$ cat config.mk
export PLATFORM = sky130hd
export DESIGN_NAME = acs_adc_status
export DESIGN_NICKNAME = d
export VERILOG_FILES = /design/src/acs_pkg.sv /design/src/acs_adc_status.sv
export SDC_FILE = /design/constraint.sdc
export NUM_CORES = 1
export LEC_CHECK = 0
export ABC_AREA = 1
export BUFFER_PORTS_ARGS = -buffer_cell sky130_fd_sc_hd__buf_4
export CAP_MARGIN = 10
export CORE_UTILIZATION = 50
export CTS_CLUSTER_DIAMETER = 120
export DETAILED_ROUTE_END_ITERATION = 12
export PLACE_DENSITY_LB_ADDON = 0.12
export SLEW_MARGIN = 5
export SYNTH_ARGS = -nofsm -noshare
export SYNTH_HDL_FRONTEND = slang
export SYNTH_SLANG_ARGS = --single-unit
$ cat constraint.sdc
create_clock -name clock -period 3.9 [get_ports clock]
set_clock_uncertainty 0.2 [all_clocks]
set_input_delay 0 -clock clock [delete_from_list [all_inputs] [get_ports clock]]
set_output_delay 0 -clock clock [all_outputs]
set_load 0.02 [all_outputs]
$ cat src/acs_pkg.sv
package acs_pkg;
	// Special-function address of the converter status register
	localparam logic [7:0] ACS_STATUS_ADDR = 8'hF5;
	// Power-on value of the status register
	localparam logic [7:0] ACS_STATUS_RESET = 8'h00;
	// Position of the busy flag
	localparam int ACS_BUSY_BIT = 7;
	// Fixed conversion length in converter clocks
	localparam logic [4:0] ACS_CONV_CLOCKS = 5'h0F;
	// Synchronisation clocks ahead of acquisition
	localparam logic [4:0] ACS_SYNC_CLOCKS = 5'h01;
	// Result width of the approximation register
	localparam int ACS_RES_W = 12;

	// Sequencer phases
	typedef enum logic [1:0] {
		ACS_IDLE = 2'b00,
		ACS_SYNC = 2'b01,
		ACS_ACQ = 2'b10,
		ACS_CONV = 2'b11
	} acs_phase_t;

	// Start request carrier
	typedef struct packed {
		logic start;
		logic calib;
		logic [1:0] acqSel;
	} acs_req_t;

	// Special-function register bus carrier
	typedef struct packed {
		logic [7:0] addr;
		logic rd;
		logic wr;
		logic [7:0] wdata;
	} acs_sfr_t;
endpackage : acs_pkg

$ cat src/acs_adc_status.sv
// Function
// Status register at F5H, 8 bits, resets zero
// Bit 7 busy, read-only, set during cycles
// Busy clears itself when cycle completes
// Bits 0-6 reserved, read zero
// Sample then convert; latch final approximation
// Sequencing automatic, acquisition length configurable
// Conversion: 15 clocks, sync, acquisition
// Busy from acquisition start to latch
`timescale 1ns/1ps
module acs_adc_status
	import acs_pkg::*;
(
	input wire logic clock,
	input wire logic resetn,
	input wire logic adcClkEn,
	input wire acs_req_t req,
	input wire acs_sfr_t sfr,
	input wire logic cmpHigh,
	output logic [7:0] sfrRdata,
	output logic sfrRvalid,
	output logic [ACS_RES_W-1:0] result,
	output logic resultValid,
	output logic trackHold
);
	// Sequencer phase, current and next
	acs_phase_t phase, next_phase;
	// Converter ticks left in the current phase
	logic [4:0] count, next_count;
	// Working approximation register
	logic [ACS_RES_W-1:0] sar, next_sar;
	// Single trial bit, walks from the top bit down
	logic [ACS_RES_W-1:0] trial, next_trial;
	// Calibration cycle flag, no result latched for it
	logic calRun, next_calRun;
	// Busy flag, owned by hardware only
	logic busy, next_busy;
	// Next values of the registered read port
	logic [7:0] next_sfrRdata;
	logic next_sfrRvalid;
	// Next values of the result port
	logic [ACS_RES_W-1:0] next_result;
	logic next_resultValid;
	// Next value of the track switch
	logic next_trackHold;

	// Status byte: busy on top, reserved bits zero
	function automatic logic [7:0] statusByte(input logic b);
		logic [7:0] v;
		v = ACS_STATUS_RESET;
		v[ACS_BUSY_BIT] = b;
		return v;
	endfunction : statusByte

	// Acquisition ticks for a selector code, one to four
	function automatic logic [4:0] acqTicks(input logic [1:0] sel);
		// Code zero still gives one tick of tracking
		return {3'h0, sel} + 5'h01;
	endfunction : acqTicks

	// True on the final tick of a counted phase
	function automatic logic lastTick(input logic [4:0] c);
		return c == 5'h01;
	endfunction : lastTick

	// Sequencer next state: phase, counter, busy and track
	always_comb begin
		// Hold everything between converter ticks
		next_phase = phase;
		next_count = count;
		next_calRun = calRun;
		next_busy = busy;
		next_trackHold = trackHold;
		// Sequencer only moves on a converter tick
		if (adcClkEn) begin
			case (phase)
				ACS_IDLE: begin
					// Starts only taken here, a start while busy is lost
					if (req.start) begin
						next_phase = ACS_SYNC;
						next_count = ACS_SYNC_CLOCKS;
						next_calRun = req.calib;
					end
				end
				ACS_SYNC: begin
					// One tick to line up with the converter clock
					next_phase = ACS_ACQ;
					// Selector read here; software keeps it steady
					next_count = acqTicks(req.acqSel);
					next_busy = 1'b1;
					next_trackHold = 1'b1;
				end
				ACS_ACQ: begin
					if (lastTick(count)) begin
						// Switch to hold and start resolving
						next_phase = ACS_CONV;
						next_count = ACS_CONV_CLOCKS;
						next_trackHold = 1'b0;
					end else begin
						// Still tracking the input
						next_count = count - 5'h01;
					end
				end
				ACS_CONV: begin
					if (lastTick(count)) begin
						// Cycle over, busy drops with no software help
						next_phase = ACS_IDLE;
						next_busy = 1'b0;
					end else begin
						// Resolution steps still running
						next_count = count - 5'h01;
					end
				end
				default: begin
					// Unused code: fall back to idle, not busy
					next_phase = ACS_IDLE;
					next_busy = 1'b0;
					next_trackHold = 1'b0;
				end
			endcase
		end
	end

	// Sequencer registers
	always_ff @(posedge clock) begin
		if (!resetn) begin
			// Reset drops any cycle in flight
			phase <= ACS_IDLE;
			count <= 5'h00;
			calRun <= 1'b0;
			busy <= 1'b0;
			trackHold <= 1'b0;
		end else begin
			// Ticks gate the next values, not the clock
			phase <= next_phase;
			count <= next_count;
			calRun <= next_calRun;
			busy <= next_busy;
			trackHold <= next_trackHold;
		end
	end

	// Approximation and result next state
	always_comb begin
		next_sar = sar;
		next_trial = trial;
		next_result = result;
		// Result strobe lasts one clock only
		next_resultValid = 1'b0;
		if (adcClkEn) begin
			case (phase)
				ACS_ACQ: begin
					if (lastTick(count)) begin
						// Clear the register and aim at the top bit
						next_sar = ACS_RES_W'(0);
						next_trial = {1'b1, {(ACS_RES_W-1){1'b0}}};
					end
				end
				ACS_CONV: begin
					// One decision per tick while trial bits last
					if (trial != ACS_RES_W'(0)) begin
						// Comparator high means the trial overshot
						next_sar = cmpHigh ? sar : (sar | trial);
						next_trial = trial >> 1;
					end
					// Calibration runs the same steps, keeps no result
					if (lastTick(count) && !calRun) begin
						next_result = sar;
						next_resultValid = 1'b1;
					end
				end
				default: begin
					// Nothing to resolve outside the conversion
					next_sar = sar;
				end
			endcase
		end
	end

	// Approximation and result registers
	always_ff @(posedge clock) begin
		if (!resetn) begin
			// No stale result survives a reset
			sar <= ACS_RES_W'(0);
			trial <= ACS_RES_W'(0);
			result <= ACS_RES_W'(0);
			resultValid <= 1'b0;
		end else begin
			// Result holds between conversions
			sar <= next_sar;
			trial <= next_trial;
			result <= next_result;
			resultValid <= next_resultValid;
		end
	end

	// Status read decode
	always_comb begin
		// Writes change nothing: busy is hardware-owned and the
		// reserved bits have no storage behind them
		// Only a read of the status address is answered
		next_sfrRvalid = sfr.rd && (sfr.addr == ACS_STATUS_ADDR);
		// Busy as of the cycle in which the read is taken
		next_sfrRdata = next_sfrRvalid ? statusByte(busy) : 8'h00;
	end

	// Read port registers
	always_ff @(posedge clock) begin
		if (!resetn) begin
			// Power-on value seen on the read port
			sfrRdata <= ACS_STATUS_RESET;
			sfrRvalid <= 1'b0;
		end else begin
			// Data is zero whenever no read is answered
			sfrRdata <= next_sfrRdata;
			sfrRvalid <= next_sfrRvalid;
		end
	end
endmodule : acs_adc_status

==> qor.yml <==
synth_top_area_share_pct: 42.9
area_delta_synth_final_pct: 19.2
fin_setup_tns_ps: 0
yosys-top-cells-area: "dfxtp_1, nand2_1, a21oi_1"
r2r-end: "calRun"
antenna_left: 0
max_freq_mhz: 409
ir_worst_vdd_uv: 202
cts_buffers: 5
nFillCells: 394
start_util_pct: 52.1
synthMuxAreaShare_pct: 0
drt-total-wl_um: 4550
yosysUniqueCellTypes: 29
fin_area_um2: 2730
dr.pass1.iters: 4
path_common_cell: "dlygate4sd3_1"
finalCritPeriodShare_pct: 62.6
avgViaCountPerCell: 4.85
path_depth: 8
critPathKind: "in -> reg"
grtUsageTotal_pct: 20.6
io-pin-count: 49
path_clk_slew_ps: 80
clk_latency_ps: 300
reg2reg_depth: 7
final_cells: 401
via_count: 1943
drv_cap: 0
outcome: "finished clean"
synthSimpleGateAreaFrac_pct: 26.2
antenna_found_initial: 0
dp_cells: 379
power_mw: 1.07
post_cts_buffers: 0
fp.coreArea_um2: 4380
synth_area_leader_cell: "dfxtp_1"
synth_adder_area_share_pct: 4.38
globalRouteOverflowTotal: 0
hold_viol: 0
ys_warn_count: 0
synthXorXnorAreaFrac_pct: 0
cp.arrival_ps: 2480
cp-end-kind: "flop"
postPlaceCellArea_um2: 2490
cts-resized-gates: 0
hpwl_um: 3060
post-route-util_pct: 62.2
critPathBufInv: 5
critical_path.top_delay_family: "buffers and inverters"
rows: 24
port_buffers: 32
drive_gt1_share_pct: 16.0
drc: 0
rr_startpoint: "phase[1]"
slew_headroom_pct: 54.3
cp.required_ps: 3940
seq_area_frac_synth_pct: 42.9
die_x_um: 69.6
final_cell_mix: "nand2_1, dfxtp_1, nor2_1, inv_1, a21oi_1"
clk_path_buf_depth: 2
grt_max_degree: 33
synth_area_um2: 2290
rrSetupSlack_ps: 1500
hp-class: "in -> reg"
grt_first_pass_wirelength_um: 8020
power.density_nw_per_um2: 393
synth_seq_cells: 49
fin_nets: 382
slowest_delay_ps: 590
drv_slew: 0
start_kind: "input pin"
die-area_um2: 4850
tightest_slew_ps: 683
crit_end: "sfrRvalid"
setup_viol: 0
crit_slowest_cell: "dlygate4sd3_1"
synth_top_family_by_area: "simple AND/OR/NAND/NOR gates"
gp_congestion: 0.852
power_leakage_nw: 1.18
hold_buffers: 14
cts_tree: "done"
period_needed_ps: 2440
dieHeight_um: 69.6
cts_root_buffer: "clkbuf_8"
grt_pass1_vias: 1721
synth_compound_area_share_pct: 14.4
wl_per_cell_um: 11.3
critical_path.cell_chain: "dlygate4sd3_1, buf_4, inv_1, nor2_1, nand4_1, dlygate4sd3_1, nor2_1, dlygate4sd3_1"
final_common_cell: "nand2_1"
rsz0062_at_grt: "false"
antenna_cells: 0
syn_area_per_cell_um2: 7.45
drt_iter0_markers: 102
startpoint: "resetn"
path_max_fanout: 32
clkSinkCount: 49
synthCells: 307
htreeDepth: 2
==> through the flow <==
step,setup WS (ps),hold slack [ps]
6_report,1460,14.3
5_1_grt,1240,57.4
4_1_cts,1510,9.64
3_5_place_dp,1550,60.3
3_3_place_gp,1590,66.5
2_1_floorplan,2250,-110
==> flip-flops by register name (all words and copies together), names as in the netlist, 2 cells and up <==
register / flops
count: 5
sar: 12
phase: 2
result: 12
trial: 12
==> cell families after synthesis <==
group	count (synthesis)
other cells	1
compound gates	64
flops	49
buf+inv	57
fa+ha+maj	8
simple gates	128
==> layer usage <==
metal | routed length, um | vias to the layer above | part of all wire [%] | GRT usage [%]
met5 | 0 | - | 0 | 0
met4 | 67 | 0 | 1.5 | 7.33
met3 | 282 | 6 | 6.2 | 4.80
met2 | 1870 | 53 | 41 | 29.3
met1 | 2330 | 843 | 51 | 30.2
li1 | - | 1041 | - | -
==> Yosys cell counts (all sizes together) <==
cell,instances
conb,1
nor4,1
a21oi,40
nor2,44
nand2,57
buf,16
or2,1
o21ai,23
clkbuf,2
nor3,2
dfxtp,49
inv,39
ha,8
nand4,4
a211oi,1
nand3,19
==> where the power goes <==
group / leakage, nW / total (mW) / internal [mW] / switching (mW)
sequential: 0.397 / 0.546 / 0.525 / 0.0210
combinational: 0.734 / 0.215 / 0.0802 / 0.135
clock: 0.0512 / 0.312 / 0.144 / 0.168
total: 1.18 / 1.07 / 0.749 / 0.323
==> worst min-delay path, delay by kind of cell <==
family | cells | cell delay, ps
buffers and inverters | 1 | 80
AND/OR/NAND/NOR | 2 | 120
adder cells (fa/ha/maj) | 1 | 100
AO/OA/AOI/OAI | 2 | 180
==> area by class of cell <==
type / count / area [um^2] / area share, %
Inverter: 39 / 146 / 5.37
Tap cell: 52 / 65.1 / 2.39
Clock buffer: 6 / 82.6 / 3.03
Sequential cell: 49 / 981 / 36.0
Timing Repair Buffer: 46 / 380 / 14.0
Multi-Input combinational cell: 207 / 1060 / 38.8
Clock inverter: 2 / 13.8 / 0.505
==> worst min path at each step <==
stage                         from         to  cells past startpoint
after global placement    adcClkEn  trackHold                      2
after global routing        req[1]   count[1]                      6
after CTS                   req[1]   count[1]                      6
final                       req[1]   count[1]                      6
after floorplan           adcClkEn  trackHold                      1
after detailed placement  adcClkEn  trackHold                      2
No activity file was read; power rests on OpenSTA's default activity.
